--- src/lesr_pkg.sv ---
// lesr_pkg: shared constants, symbol types and helpers for the recovery link
package lesr_pkg;

  // ----------------------------------------------------------------
  // widths
  // ----------------------------------------------------------------
  localparam int ACK_W = 5;
  localparam int ADDR_W = 8;
  typedef logic [ACK_W-1:0] lesr_ack_t;

  // ----------------------------------------------------------------
  // control symbol encodings
  // ----------------------------------------------------------------
  localparam logic [2:0] ST0_PA = 3'h0;
  localparam logic [2:0] ST0_PNA = 3'h2;
  localparam logic [2:0] ST0_STAT = 3'h4;
  localparam logic [2:0] ST0_LRESP = 3'h6;
  localparam logic [2:0] ST1_LREQ = 3'h4;
  localparam logic [2:0] ST1_NOP = 3'h7;
  localparam logic [2:0] CMD_INSTAT = 3'h4;
  localparam logic [31:0] CS_RECOVERY = 32'h40fc8000;

  typedef struct packed {
    logic [2:0] st0;
    logic [4:0] p0;
    logic [4:0] p1;
    logic [2:0] st1;
    logic [2:0] cmd;
  } lesr_sym_t;

  // control symbol transmit word layout
  localparam int CS_ST0_LSB = 29;
  localparam int CS_P0_LSB = 24;
  localparam int CS_P1_LSB = 19;
  localparam int CS_ST1_LSB = 16;
  localparam int CS_CMD_LSB = 13;

  // ----------------------------------------------------------------
  // register map of the device end
  // ----------------------------------------------------------------
  localparam logic [ADDR_W-1:0] OFF_ERR_STAT = 8'h00;
  localparam logic [ADDR_W-1:0] OFF_ERR_DET = 8'h04;
  localparam logic [ADDR_W-1:0] OFF_CS_TX = 8'h08;
  localparam logic [ADDR_W-1:0] OFF_LM_RESP = 8'h0c;
  localparam logic [ADDR_W-1:0] OFF_ACK_STAT = 8'h10;
  localparam logic [ADDR_W-1:0] OFF_PKT_TX = 8'h14;

  localparam int ES_PORT_OK = 0;
  localparam int ES_IN_STOP = 1;
  localparam int ES_OUT_STOP = 2;
  localparam int ES_CAN_SEND = 3;
  localparam int ES_PORT_ERR = 4;
  localparam int ED_IN = 0;
  localparam int ED_OUT = 1;
  localparam int LM_VALID = 31;
  localparam int LM_ACK_LSB = 5;
  localparam int LM_STAT_LSB = 0;
  localparam int AS_INB_LSB = 24;
  localparam int AS_OUTS_LSB = 8;
  localparam int AS_OUTB_LSB = 0;
  localparam logic [31:0] CS_TX_RST = 32'h00000000;

  localparam logic [1:0] RESP_OKAY = 2'h0;
  localparam logic [1:0] RESP_SLVERR = 2'h2;

  // ----------------------------------------------------------------
  // helpers
  // ----------------------------------------------------------------
  function automatic lesr_sym_t cs_decode(input logic [31:0] w);
    lesr_sym_t s;
    s.st0 = w[CS_ST0_LSB +: 3];
    s.p0 = w[CS_P0_LSB +: 5];
    s.p1 = w[CS_P1_LSB +: 5];
    s.st1 = w[CS_ST1_LSB +: 3];
    s.cmd = w[CS_CMD_LSB +: 3];
    return s;
  endfunction : cs_decode

  // identifier arithmetic wraps at the field width
  function automatic lesr_ack_t ack_inc(input lesr_ack_t a);
    return lesr_ack_t'(a + 1'b1);
  endfunction : ack_inc

  function automatic logic [31:0] strb_merge(input logic [31:0] old_v,
                                             input logic [31:0] new_v,
                                             input logic [3:0] strb);
    logic [31:0] m;
    m = {{8{strb[3]}}, {8{strb[2]}}, {8{strb[1]}}, {8{strb[0]}}};
    return (old_v & ~m) | (new_v & m);
  endfunction : strb_merge

  // local port status carried in a link-response
  function automatic logic [4:0] port_status(input logic ok,
                                             input logic in_stop,
                                             input logic out_stop);
    return {2'h0, out_stop, in_stop, ok};
  endfunction : port_status

endpackage : lesr_pkg

--- src/lesr_link_if.sv ---
// lesr_link_if: symbol, packet and maintenance wires between the two ends
`timescale 1ns/1ps
interface lesr_link_if;
  import lesr_pkg::*;

  // device end to far end
  logic dn_rdy;
  logic dn_sym_vld;
  lesr_sym_t dn_sym;
  logic dn_pkt_vld;
  lesr_ack_t dn_pkt_ack;
  // far end to device end
  logic fn_rdy;
  logic fn_sym_vld;
  lesr_sym_t fn_sym;
  logic fn_pkt_vld;
  lesr_ack_t fn_pkt_ack;
  logic fn_mnt_vld;
  lesr_ack_t fn_mnt_inb;
  lesr_ack_t fn_mnt_outs;
  lesr_ack_t fn_mnt_outb;

  modport dev_end (
    output dn_rdy, dn_sym_vld, dn_sym, dn_pkt_vld, dn_pkt_ack,
    input fn_rdy, fn_sym_vld, fn_sym, fn_pkt_vld, fn_pkt_ack,
    input fn_mnt_vld, fn_mnt_inb, fn_mnt_outs, fn_mnt_outb
  );
  modport far_end (
    input dn_rdy, dn_sym_vld, dn_sym, dn_pkt_vld, dn_pkt_ack,
    output fn_rdy, fn_sym_vld, fn_sym, fn_pkt_vld, fn_pkt_ack,
    output fn_mnt_vld, fn_mnt_inb, fn_mnt_outs, fn_mnt_outb
  );
endinterface : lesr_link_if

--- src/lesr_dev_end.sv ---
// lesr_dev_end: documented port end with its AXI4-Lite register file
//
// The AXI4-Lite interface to the registers and the register addresses were decided locally.
`timescale 1ns/1ps
module lesr_dev_end
  import lesr_pkg::*;
(
  input wire logic MCLK_I,
  input wire logic NRST_I,
  lesr_link_if.dev_end LNK,
  input wire logic LINK_UP_I,
  input wire logic IN_ERR_I,
  input wire logic OUT_ERR_I,
  input wire logic [ADDR_W-1:0] S_AXI_AWADDR_I,
  input wire logic S_AXI_AWVALID_I,
  output logic S_AXI_AWREADY_O,
  input wire logic [31:0] S_AXI_WDATA_I,
  input wire logic [3:0] S_AXI_WSTRB_I,
  input wire logic S_AXI_WVALID_I,
  output logic S_AXI_WREADY_O,
  output logic [1:0] S_AXI_BRESP_O,
  output logic S_AXI_BVALID_O,
  input wire logic S_AXI_BREADY_I,
  input wire logic [ADDR_W-1:0] S_AXI_ARADDR_I,
  input wire logic S_AXI_ARVALID_I,
  output logic S_AXI_ARREADY_O,
  output logic [31:0] S_AXI_RDATA_O,
  output logic [1:0] S_AXI_RRESP_O,
  output logic S_AXI_RVALID_O,
  input wire logic S_AXI_RREADY_I
);

  typedef struct packed {
    logic up_m, up_s, rdy, port_ok, in_stop, out_stop, port_err;
    logic [1:0] det;
    logic [31:0] cs_tx;
    logic sw_pend, pend_lreq, pend_lresp, pend_pa;
    lesr_ack_t pa_ack, inb, outs, outb, lm_ack;
    logic lm_vld;
    logic [4:0] lm_stat;
    logic aw_ok, w_ok;
    logic [ADDR_W-1:0] aw_addr;
    logic [31:0] w_data;
    logic [3:0] w_strb;
    logic awready, wready, bvalid, arready, rvalid;
    logic [1:0] bresp, rresp;
    logic [31:0] rdata;
    logic tx_vld;
    lesr_sym_t tx_sym;
    logic pkt_vld;
    lesr_ack_t pkt_ack;
  } lesr_dev_st_t;

  lesr_dev_st_t s_r;
  lesr_dev_st_t s_nxt;
  logic wr;
  logic pkt_req;
  logic can_send;
  logic [31:0] wd;
  logic [31:0] ack_word;
  logic [31:0] ack_wd;

  assign can_send = s_r.port_ok && !s_r.out_stop && s_r.outb == s_r.outs;
  assign wd = strb_merge(32'h00000000, s_r.w_data, s_r.w_strb);
  assign ack_word = ({27'h0, s_r.inb} << AS_INB_LSB)
                  | ({27'h0, s_r.outs} << AS_OUTS_LSB)
                  | ({27'h0, s_r.outb} << AS_OUTB_LSB);
  // unstrobed bytes keep their current identifiers
  assign ack_wd = strb_merge(ack_word, s_r.w_data, s_r.w_strb);

  always_comb begin
    s_nxt = s_r;
    wr = s_r.aw_ok && s_r.w_ok && !s_r.bvalid;
    pkt_req = 1'b0;
    s_nxt.up_m = LINK_UP_I;
    s_nxt.up_s = s_r.up_m;
    s_nxt.rdy = s_r.up_s;
    s_nxt.port_ok = s_r.up_s && LNK.fn_rdy;
    s_nxt.tx_vld = 1'b0;
    s_nxt.pkt_vld = 1'b0;
    // ----------------------------------------------------------------
    // AXI4-Lite write: address and data latched independently
    // ----------------------------------------------------------------
    if (S_AXI_AWVALID_I && s_r.awready) begin
      s_nxt.aw_ok = 1'b1;
      s_nxt.aw_addr = S_AXI_AWADDR_I;
    end
    if (S_AXI_WVALID_I && s_r.wready) begin
      s_nxt.w_ok = 1'b1;
      s_nxt.w_data = S_AXI_WDATA_I;
      s_nxt.w_strb = S_AXI_WSTRB_I;
    end
    if (s_r.bvalid && S_AXI_BREADY_I) begin
      s_nxt.bvalid = 1'b0;
    end
    if (wr) begin
      s_nxt.aw_ok = 1'b0;
      s_nxt.w_ok = 1'b0;
      s_nxt.bvalid = 1'b1;
      s_nxt.bresp = RESP_OKAY;
      unique case (s_r.aw_addr)
        OFF_ERR_STAT: begin
          if (wd[ES_PORT_ERR]) begin
            s_nxt.port_err = 1'b0;
          end
        end
        OFF_ERR_DET: begin
          s_nxt.det = s_r.det & ~wd[1:0];
        end
        OFF_CS_TX: begin
          s_nxt.cs_tx = strb_merge(s_r.cs_tx, s_r.w_data, s_r.w_strb);
          s_nxt.sw_pend = 1'b1;
          s_nxt.lm_vld = 1'b0;
        end
        OFF_LM_RESP: begin
          s_nxt.bresp = RESP_OKAY;
        end
        OFF_ACK_STAT: begin
          s_nxt.inb = ack_wd[AS_INB_LSB +: ACK_W];
          s_nxt.outs = ack_wd[AS_OUTS_LSB +: ACK_W];
          s_nxt.outb = ack_wd[AS_OUTB_LSB +: ACK_W];
        end
        OFF_PKT_TX: begin
          pkt_req = 1'b1;
        end
        default: begin
          s_nxt.bresp = RESP_SLVERR;
        end
      endcase
    end
    s_nxt.awready = !s_nxt.aw_ok && !s_nxt.bvalid;
    s_nxt.wready = !s_nxt.w_ok && !s_nxt.bvalid;
    // ----------------------------------------------------------------
    // AXI4-Lite read
    // ----------------------------------------------------------------
    if (s_r.rvalid && S_AXI_RREADY_I) begin
      s_nxt.rvalid = 1'b0;
    end
    if (S_AXI_ARVALID_I && s_r.arready) begin
      s_nxt.rvalid = 1'b1;
      s_nxt.rresp = RESP_OKAY;
      s_nxt.rdata = 32'h00000000;
      unique case (S_AXI_ARADDR_I)
        OFF_ERR_STAT: begin
          s_nxt.rdata[ES_PORT_OK] = s_r.port_ok;
          s_nxt.rdata[ES_IN_STOP] = s_r.in_stop;
          s_nxt.rdata[ES_OUT_STOP] = s_r.out_stop;
          s_nxt.rdata[ES_CAN_SEND] = can_send;
          s_nxt.rdata[ES_PORT_ERR] = s_r.port_err;
        end
        OFF_ERR_DET: s_nxt.rdata[1:0] = s_r.det;
        OFF_CS_TX: s_nxt.rdata = s_r.cs_tx;
        OFF_LM_RESP: begin
          s_nxt.rdata[LM_VALID] = s_r.lm_vld;
          s_nxt.rdata[LM_ACK_LSB +: ACK_W] = s_r.lm_ack;
          s_nxt.rdata[LM_STAT_LSB +: 5] = s_r.lm_stat;
        end
        OFF_ACK_STAT: s_nxt.rdata = ack_word;
        OFF_PKT_TX: s_nxt.rdata = 32'h00000000;
        default: s_nxt.rresp = RESP_SLVERR;
      endcase
    end
    s_nxt.arready = !s_nxt.rvalid;
    // ----------------------------------------------------------------
    // symbol transmit: software symbol first, then replies, then acks
    // ----------------------------------------------------------------
    if (s_r.sw_pend) begin
      s_nxt.tx_vld = 1'b1;
      s_nxt.tx_sym = cs_decode(s_r.cs_tx);
      s_nxt.sw_pend = 1'b0;
    end else if (s_r.pend_lreq || s_r.pend_lresp) begin
      // both replies share one symbol when both are owed
      s_nxt.tx_vld = 1'b1;
      s_nxt.tx_sym.st0 = s_r.pend_lresp ? ST0_LRESP : ST0_STAT;
      s_nxt.tx_sym.p0 = s_r.inb;
      s_nxt.tx_sym.p1 = port_status(s_r.port_ok, s_r.in_stop, s_r.out_stop);
      s_nxt.tx_sym.st1 = s_r.pend_lreq ? ST1_LREQ : ST1_NOP;
      s_nxt.tx_sym.cmd = CMD_INSTAT;
      s_nxt.pend_lreq = 1'b0;
      s_nxt.pend_lresp = 1'b0;
    end else if (s_r.pend_pa) begin
      s_nxt.tx_vld = 1'b1;
      s_nxt.tx_sym = '{st0: ST0_PA, p0: s_r.pa_ack, p1: 5'h00,
                       st1: ST1_NOP, cmd: 3'h0};
      s_nxt.pend_pa = 1'b0;
    end
    // ----------------------------------------------------------------
    // symbol receive; sets land after the clears so none is lost
    // ----------------------------------------------------------------
    if (LNK.fn_sym_vld) begin
      if (LNK.fn_sym.st0 == ST0_PNA) begin
        s_nxt.pend_lreq = 1'b1;
      end
      if (LNK.fn_sym.st0 == ST0_LRESP) begin
        // identifiers stay as they are; the response is kept and output stop is cleared
        s_nxt.out_stop = 1'b0;
        s_nxt.lm_vld = 1'b1;
        s_nxt.lm_ack = LNK.fn_sym.p0;
        s_nxt.lm_stat = LNK.fn_sym.p1;
      end
      if (LNK.fn_sym.st0 == ST0_PA && LNK.fn_sym.p0 == s_r.outs) begin
        s_nxt.outs = ack_inc(s_r.outs);
      end
      if (LNK.fn_sym.st1 == ST1_LREQ) begin
        s_nxt.in_stop = 1'b0;
        s_nxt.pend_lresp = 1'b1;
      end
    end
    // ----------------------------------------------------------------
    // packets and maintenance
    // ----------------------------------------------------------------
    if (LNK.fn_pkt_vld && s_r.port_ok && !s_r.in_stop) begin
      if (LNK.fn_pkt_ack == s_r.inb) begin
        s_nxt.inb = ack_inc(s_r.inb);
        s_nxt.pend_pa = 1'b1;
        s_nxt.pa_ack = LNK.fn_pkt_ack;
      end else begin
        // out-of-sequence identifier stops input until recovery
        s_nxt.in_stop = 1'b1;
        s_nxt.det[ED_IN] = 1'b1;
        s_nxt.port_err = 1'b1;
      end
    end
    if (pkt_req && can_send) begin
      s_nxt.pkt_vld = 1'b1;
      s_nxt.pkt_ack = s_r.outb;
      s_nxt.outb = ack_inc(s_r.outb);
    end
    if (LNK.fn_mnt_vld) begin
      s_nxt.inb = LNK.fn_mnt_inb;
      s_nxt.outs = LNK.fn_mnt_outs;
      s_nxt.outb = LNK.fn_mnt_outb;
    end
    if (IN_ERR_I) begin
      s_nxt.in_stop = 1'b1;
      s_nxt.det[ED_IN] = 1'b1;
      s_nxt.port_err = 1'b1;
    end
    if (OUT_ERR_I) begin
      s_nxt.out_stop = 1'b1;
      s_nxt.det[ED_OUT] = 1'b1;
      s_nxt.port_err = 1'b1;
    end
  end

  always_ff @(posedge MCLK_I or negedge NRST_I) begin
    if (!NRST_I) begin
      s_r <= '0;
    end else begin
      s_r <= s_nxt;
    end
  end

  assign LNK.dn_rdy = s_r.rdy;
  assign LNK.dn_sym_vld = s_r.tx_vld;
  assign LNK.dn_sym = s_r.tx_sym;
  assign LNK.dn_pkt_vld = s_r.pkt_vld;
  assign LNK.dn_pkt_ack = s_r.pkt_ack;
  assign S_AXI_AWREADY_O = s_r.awready;
  assign S_AXI_WREADY_O = s_r.wready;
  assign S_AXI_BVALID_O = s_r.bvalid;
  assign S_AXI_BRESP_O = s_r.bresp;
  assign S_AXI_ARREADY_O = s_r.arready;
  assign S_AXI_RVALID_O = s_r.rvalid;
  assign S_AXI_RDATA_O = s_r.rdata;
  assign S_AXI_RRESP_O = s_r.rresp;

endmodule : lesr_dev_end

--- src/flat_wrapper.sv ---
// flat-port wrapper written by rule: the top's interface ports become plain ports
module lesr_dev_end_flat import lesr_pkg::*;
  (MCLK_I, NRST_I, LINK_UP_I, IN_ERR_I, OUT_ERR_I, S_AXI_AWADDR_I, S_AXI_AWVALID_I, S_AXI_AWREADY_O, S_AXI_WDATA_I, S_AXI_WSTRB_I, S_AXI_WVALID_I, S_AXI_WREADY_O, S_AXI_BRESP_O, S_AXI_BVALID_O, S_AXI_BREADY_I, S_AXI_ARADDR_I, S_AXI_ARVALID_I, S_AXI_ARREADY_O, S_AXI_RDATA_O, S_AXI_RRESP_O, S_AXI_RVALID_O, S_AXI_RREADY_I, LNK_dn_rdy, LNK_dn_sym_vld, LNK_dn_sym, LNK_dn_pkt_vld, LNK_dn_pkt_ack, LNK_fn_rdy, LNK_fn_sym_vld, LNK_fn_sym, LNK_fn_pkt_vld, LNK_fn_pkt_ack, LNK_fn_mnt_vld, LNK_fn_mnt_inb, LNK_fn_mnt_outs, LNK_fn_mnt_outb);
  lesr_link_if LNK_i ();
  input wire logic MCLK_I;
  input wire logic NRST_I;
  input wire logic LINK_UP_I;
  input wire logic IN_ERR_I;
  input wire logic OUT_ERR_I;
  input wire logic [ADDR_W-1:0] S_AXI_AWADDR_I;
  input wire logic S_AXI_AWVALID_I;
  output logic S_AXI_AWREADY_O;
  input wire logic [31:0] S_AXI_WDATA_I;
  input wire logic [3:0] S_AXI_WSTRB_I;
  input wire logic S_AXI_WVALID_I;
  output logic S_AXI_WREADY_O;
  output logic [1:0] S_AXI_BRESP_O;
  output logic S_AXI_BVALID_O;
  input wire logic S_AXI_BREADY_I;
  input wire logic [ADDR_W-1:0] S_AXI_ARADDR_I;
  input wire logic S_AXI_ARVALID_I;
  output logic S_AXI_ARREADY_O;
  output logic [31:0] S_AXI_RDATA_O;
  output logic [1:0] S_AXI_RRESP_O;
  output logic S_AXI_RVALID_O;
  input wire logic S_AXI_RREADY_I;
  output wire logic [$bits(LNK_i.dn_rdy)-1:0] LNK_dn_rdy;
  output wire logic [$bits(LNK_i.dn_sym_vld)-1:0] LNK_dn_sym_vld;
  output wire logic [$bits(LNK_i.dn_sym)-1:0] LNK_dn_sym;
  output wire logic [$bits(LNK_i.dn_pkt_vld)-1:0] LNK_dn_pkt_vld;
  output wire logic [$bits(LNK_i.dn_pkt_ack)-1:0] LNK_dn_pkt_ack;
  input wire logic [$bits(LNK_i.fn_rdy)-1:0] LNK_fn_rdy;
  input wire logic [$bits(LNK_i.fn_sym_vld)-1:0] LNK_fn_sym_vld;
  input wire logic [$bits(LNK_i.fn_sym)-1:0] LNK_fn_sym;
  input wire logic [$bits(LNK_i.fn_pkt_vld)-1:0] LNK_fn_pkt_vld;
  input wire logic [$bits(LNK_i.fn_pkt_ack)-1:0] LNK_fn_pkt_ack;
  input wire logic [$bits(LNK_i.fn_mnt_vld)-1:0] LNK_fn_mnt_vld;
  input wire logic [$bits(LNK_i.fn_mnt_inb)-1:0] LNK_fn_mnt_inb;
  input wire logic [$bits(LNK_i.fn_mnt_outs)-1:0] LNK_fn_mnt_outs;
  input wire logic [$bits(LNK_i.fn_mnt_outb)-1:0] LNK_fn_mnt_outb;
  assign LNK_dn_rdy = LNK_i.dn_rdy;
  assign LNK_dn_sym_vld = LNK_i.dn_sym_vld;
  assign LNK_dn_sym = LNK_i.dn_sym;
  assign LNK_dn_pkt_vld = LNK_i.dn_pkt_vld;
  assign LNK_dn_pkt_ack = LNK_i.dn_pkt_ack;
  assign LNK_i.fn_rdy = LNK_fn_rdy;
  assign LNK_i.fn_sym_vld = LNK_fn_sym_vld;
  assign LNK_i.fn_sym = LNK_fn_sym;
  assign LNK_i.fn_pkt_vld = LNK_fn_pkt_vld;
  assign LNK_i.fn_pkt_ack = LNK_fn_pkt_ack;
  assign LNK_i.fn_mnt_vld = LNK_fn_mnt_vld;
  assign LNK_i.fn_mnt_inb = LNK_fn_mnt_inb;
  assign LNK_i.fn_mnt_outs = LNK_fn_mnt_outs;
  assign LNK_i.fn_mnt_outb = LNK_fn_mnt_outb;
  lesr_dev_end u_core (.MCLK_I(MCLK_I), .NRST_I(NRST_I), .LNK(LNK_i), .LINK_UP_I(LINK_UP_I), .IN_ERR_I(IN_ERR_I), .OUT_ERR_I(OUT_ERR_I), .S_AXI_AWADDR_I(S_AXI_AWADDR_I), .S_AXI_AWVALID_I(S_AXI_AWVALID_I), .S_AXI_AWREADY_O(S_AXI_AWREADY_O), .S_AXI_WDATA_I(S_AXI_WDATA_I), .S_AXI_WSTRB_I(S_AXI_WSTRB_I), .S_AXI_WVALID_I(S_AXI_WVALID_I), .S_AXI_WREADY_O(S_AXI_WREADY_O), .S_AXI_BRESP_O(S_AXI_BRESP_O), .S_AXI_BVALID_O(S_AXI_BVALID_O), .S_AXI_BREADY_I(S_AXI_BREADY_I), .S_AXI_ARADDR_I(S_AXI_ARADDR_I), .S_AXI_ARVALID_I(S_AXI_ARVALID_I), .S_AXI_ARREADY_O(S_AXI_ARREADY_O), .S_AXI_RDATA_O(S_AXI_RDATA_O), .S_AXI_RRESP_O(S_AXI_RRESP_O), .S_AXI_RVALID_O(S_AXI_RVALID_O), .S_AXI_RREADY_I(S_AXI_RREADY_I));
endmodule
--- config.mk ---
export PLATFORM = sky130hd
export DESIGN_NAME = lesr_dev_end_flat
export DESIGN_NICKNAME = d
export VERILOG_FILES = /design/src/lesr_pkg.sv /design/src/lesr_link_if.sv /design/src/lesr_dev_end.sv /design/src/flat_wrapper.sv
export SDC_FILE = /design/constraint.sdc
export NUM_CORES = 1
export LEC_CHECK = 0
export BUFFER_PORTS_ARGS = -buffer_cell sky130_fd_sc_hd__buf_2
export CELL_PAD_IN_SITES_DETAIL_PLACEMENT = 1
export CELL_PAD_IN_SITES_GLOBAL_PLACEMENT = 2
export CORE_MARGIN = 5
export CORE_UTILIZATION = 35
export DETAILED_ROUTE_END_ITERATION = 10
export GPL_TIMING_DRIVEN = 0
export PLACE_DENSITY = 0.82
export RECOVER_POWER = 100
export SYNTH_ARGS = -nofsm -noshare
export SYNTH_HDL_FRONTEND = slang
export SYNTH_SLANG_ARGS = --single-unit
--- constraint.sdc ---
create_clock -name MCLK_I -period 2.05 [get_ports MCLK_I]
set_input_delay 0 -clock MCLK_I [delete_from_list [all_inputs] [get_ports MCLK_I]]
set_output_delay 0 -clock MCLK_I [all_outputs]
set_load 0.01 [all_outputs]
==> impl_metrics.toml <==
[global_route]
grt_pass1_wl_um = 43380
grt_pass1_vias = 7557
antenna_found_initial = 1
track_usage_pct = 19.55
grt_overflow = 0
grt_max_degree = 98

[finish]
synthToLayoutAreaGrowth_pct = 31.78
num_antenna_cells = 0
drive_above_1_share_pct = 31.63
stdcell_count = 1408
nNetsFinal = 1173

[timing]
tightest_slew_ns = 1.327
setup_viol = 0
setup_slack_ns = 0.09635
period_share_pct = 95.30
relSlewSlack_pct = 11.52
max_freq_mhz = 511.9
fin_skew_ns = 0.01280
hold_viol_final = 0
slew_violations = 0
fin_crit_ns = 1.954

[placement]
dp_slack_ns = -0.5222
hpwl_um = 19180
portBuffers = 166
dp_cells = 1281
place_congestion = 0.7914

[yosys]
netlist_instances = 783
ys_seq_area_share_pct = 53.16
async_flop_share_pct = 100.0
ys_types = 62
netlist_area_mm2 = 0.008803
ys_seq_elements = 187
syn_area_per_cell_um2 = 11.24
synth_edf_count = 0
synth_ff_type = "dfrtp_1"
yosys_warnings = 0

[detailed_routing]
maxUsedRoutingLayer = "met5"
wl_per_cell_um = 19.34
drc_errors = 0
viasPerCell = 4.892
drt_first_pass_iters = 4
final_antenna_net_count = 0
wirelength_um = 27240
route.met2.wl_um = 13360
m1WireLength_um = 12290
num_vias = 6888
drt-initial-drc-count = 302
met3_length_um = 1080

[clocking]
cts_tree = "yes"
insertion_delay_ns = 0.44
clock_path_buffers = 2
clock_sinks = 187
clockRootBuffer = "clkbuf_16"
h-tree-depth = 4
clkTransAtPathRegs_ns = 0.07
tritoncts.num_buffers = 17

[floorplan]
dieArea_mm2 = 0.02842
chipHeight_um = 168.6
ios = 173
initial_core_util_pct = 35.26
fp-row-count = 58
die_w_um = 168.6
fp.coreArea_mm2 = 0.02496

[power]
powerDensity_mw_per_mm2 = 900.3
p_leak_uw = 0.005403
total_power_uw = 10440
peakVddDrop_uv = 563.9

[setup_path]
path_class = "flip-flop to flip-flop"
cp-start-kind = "flip-flop"
crit_path_end_kind = "flip-flop"
path_max_fanout = 7
crit_required_ns = 2.40
critPathArrivalTime_ns = 2.30

[worst_hold_path]
hold_path_class = "primary input to flip-flop"

[run]
drv_cap = 0

[outcome]
outcome = "completed"
cell usage after synthesis (5+ instances only):
master,instances,area share (%)
a21oi_1,22,1.3
a221o_1,5,0.57
a22o_1,7,0.70
a22oi_2,7,0.99
and2_1,7,0.50
and3_1,5,0.36
buf_4,62,5.3
clkbuf_1,30,1.3
dfrtp_1,187,53
inv_1,11,0.47
mux2_2,94,12
mux2i_1,26,3.0
nand2_1,116,4.9
nand3_1,33,1.9
nand4_1,7,0.50
nor2_1,16,0.68
nor2b_1,7,0.50
nor3_1,8,0.45
o21ai_0,23,1.3
o21ai_1,7,0.40
o21ai_2,7,0.70
o31ai_1,9,0.77
xnor2_1,8,0.80
xor2_1,12,1.2
placed cells by master (no fill, tap or decap), types with 4 or more instances in the layout:
master	netlist	routed
and3_1	5	5
a21oi_1	22	22
nand3_1	33	33
nand4_1	7	7
inv_1	11	11
buf_4	62	64
a211oi_1	4	4
clkbuf_1	30	85
clkinv_4	0	4
dfrtp_2	0	5
dlygate4sd3_1	0	92
and2_1	7	6
nor2b_1	7	7
nand2_1	116	112
clkbuf_16	0	17
nand2_2	0	4
mux2i_1	26	26
xnor2_1	8	8
clkbuf_4	0	4
nor2_1	16	17
a221o_1	5	5
buf_2	3	105
clkbuf_2	0	7
a22o_1	7	7
a22oi_1	3	9
o21ai_0	23	27
o31ai_1	9	9
o21ai_2	7	7
mux2_2	94	94
xor2_1	12	12
dfrtp_1	187	182
nor3_1	8	7
power breakdown:
group / internal (uW) / total (uW) / switching [uW]
logic: 1140 / 2090 / 950
registers: 4380 / 5080 / 696
clock network: 1630 / 3270 / 1640
layout make-up:
class / instances / area [um^2]
fill: 2874 / 13360
sequential: 187 / 4686
multi-input combinational: 486 / 3496
timing repair buffer: 268 / 1783
buffer: 93 / 590.6
clock buffer: 17 / 425.4
tap: 330 / 412.9
clock inverter: 15 / 158.9
inverter: 12 / 48.80
repair_timing:
item / 4_1_cts / 5_1_grt
hold buffers: 92 / 0
endpoints found under the setup margin: 88 / 46
setup buffers: 4 / 5
endpoints found under the hold margin: 178 / 0
resized for setup: 15 / 13
pin swaps: 3 / 3
stage by stage:
stage	utilization, %	instance area [um^2]	hold slack [ns]	TNS [ns]
floorplan	-	8807	-0.2956	0
global placement	40.26	10050	0.1089	-437.97
detailed placement	40.41	10090	0.08535	-23.04
CTS	46.80	11680	0.02247	0
global route	46.47	11600	0.04597	-0.008387
finish	46.47	11600	0.04771	0
routing by layer:
layer | vias to the layer above | global-route usage [%]
li1 | 3247 | -
met1 | 3455 | 26.47
met2 | 149 | 32.91
met3 | 35 | 3.106
met4 | 2 | 5.081
met5 | - | 0
cell families (layout without fill, tap and decap cells):
| family | count (synthesis) | count (layout) | synth area share (%) |
|---|---|---|---|
| adder cells (fa/ha/maj) | 3 | 3 | 0.4264 |
| AND/OR/NAND/NOR | 225 | 225 | 12.58 |
| XOR/XNOR | 20 | 20 | 1.990 |
| other | 1 | 2 | 0.04260 |
| AO/OA/AOI/OAI | 116 | 116 | 9.238 |
| flip-flops | 187 | 187 | 53.16 |
| multiplexers | 120 | 120 | 14.98 |
| buffers and inverters | 111 | 405 | 7.590 |
worst max-delay path: stages, from the launching register on:
cell,delay [ns]
dfrtp_1,0.53
xnor2_1,0.17
nand3_1,0.13
nor2_1,0.49
mux2_2,0.41
o21ai_0,0.14
final timing paths:
kind	start	end	slack, ns	cells past startpoint
hold / removal	S_AXI_ARADDR_I[3]	u_core.S_AXI_RDATA_O[3]	0.05	4
setup reg to reg	u_core.s_r[129]	u_core.s_r[129]	0.1	5
setup / recovery	u_core.s_r[129]	u_core.s_r[129]	0.1	5
min in group asynchronous	NRST_I	u_core.S_AXI_AWREADY_O	0.39	2
hold reg to reg	u_core.s_nxt[187]	u_core.s_nxt[186]	0.35	0
max in group asynchronous	NRST_I	u_core.s_r[86]	0.57	3
(Power assumes the default switching activity.)
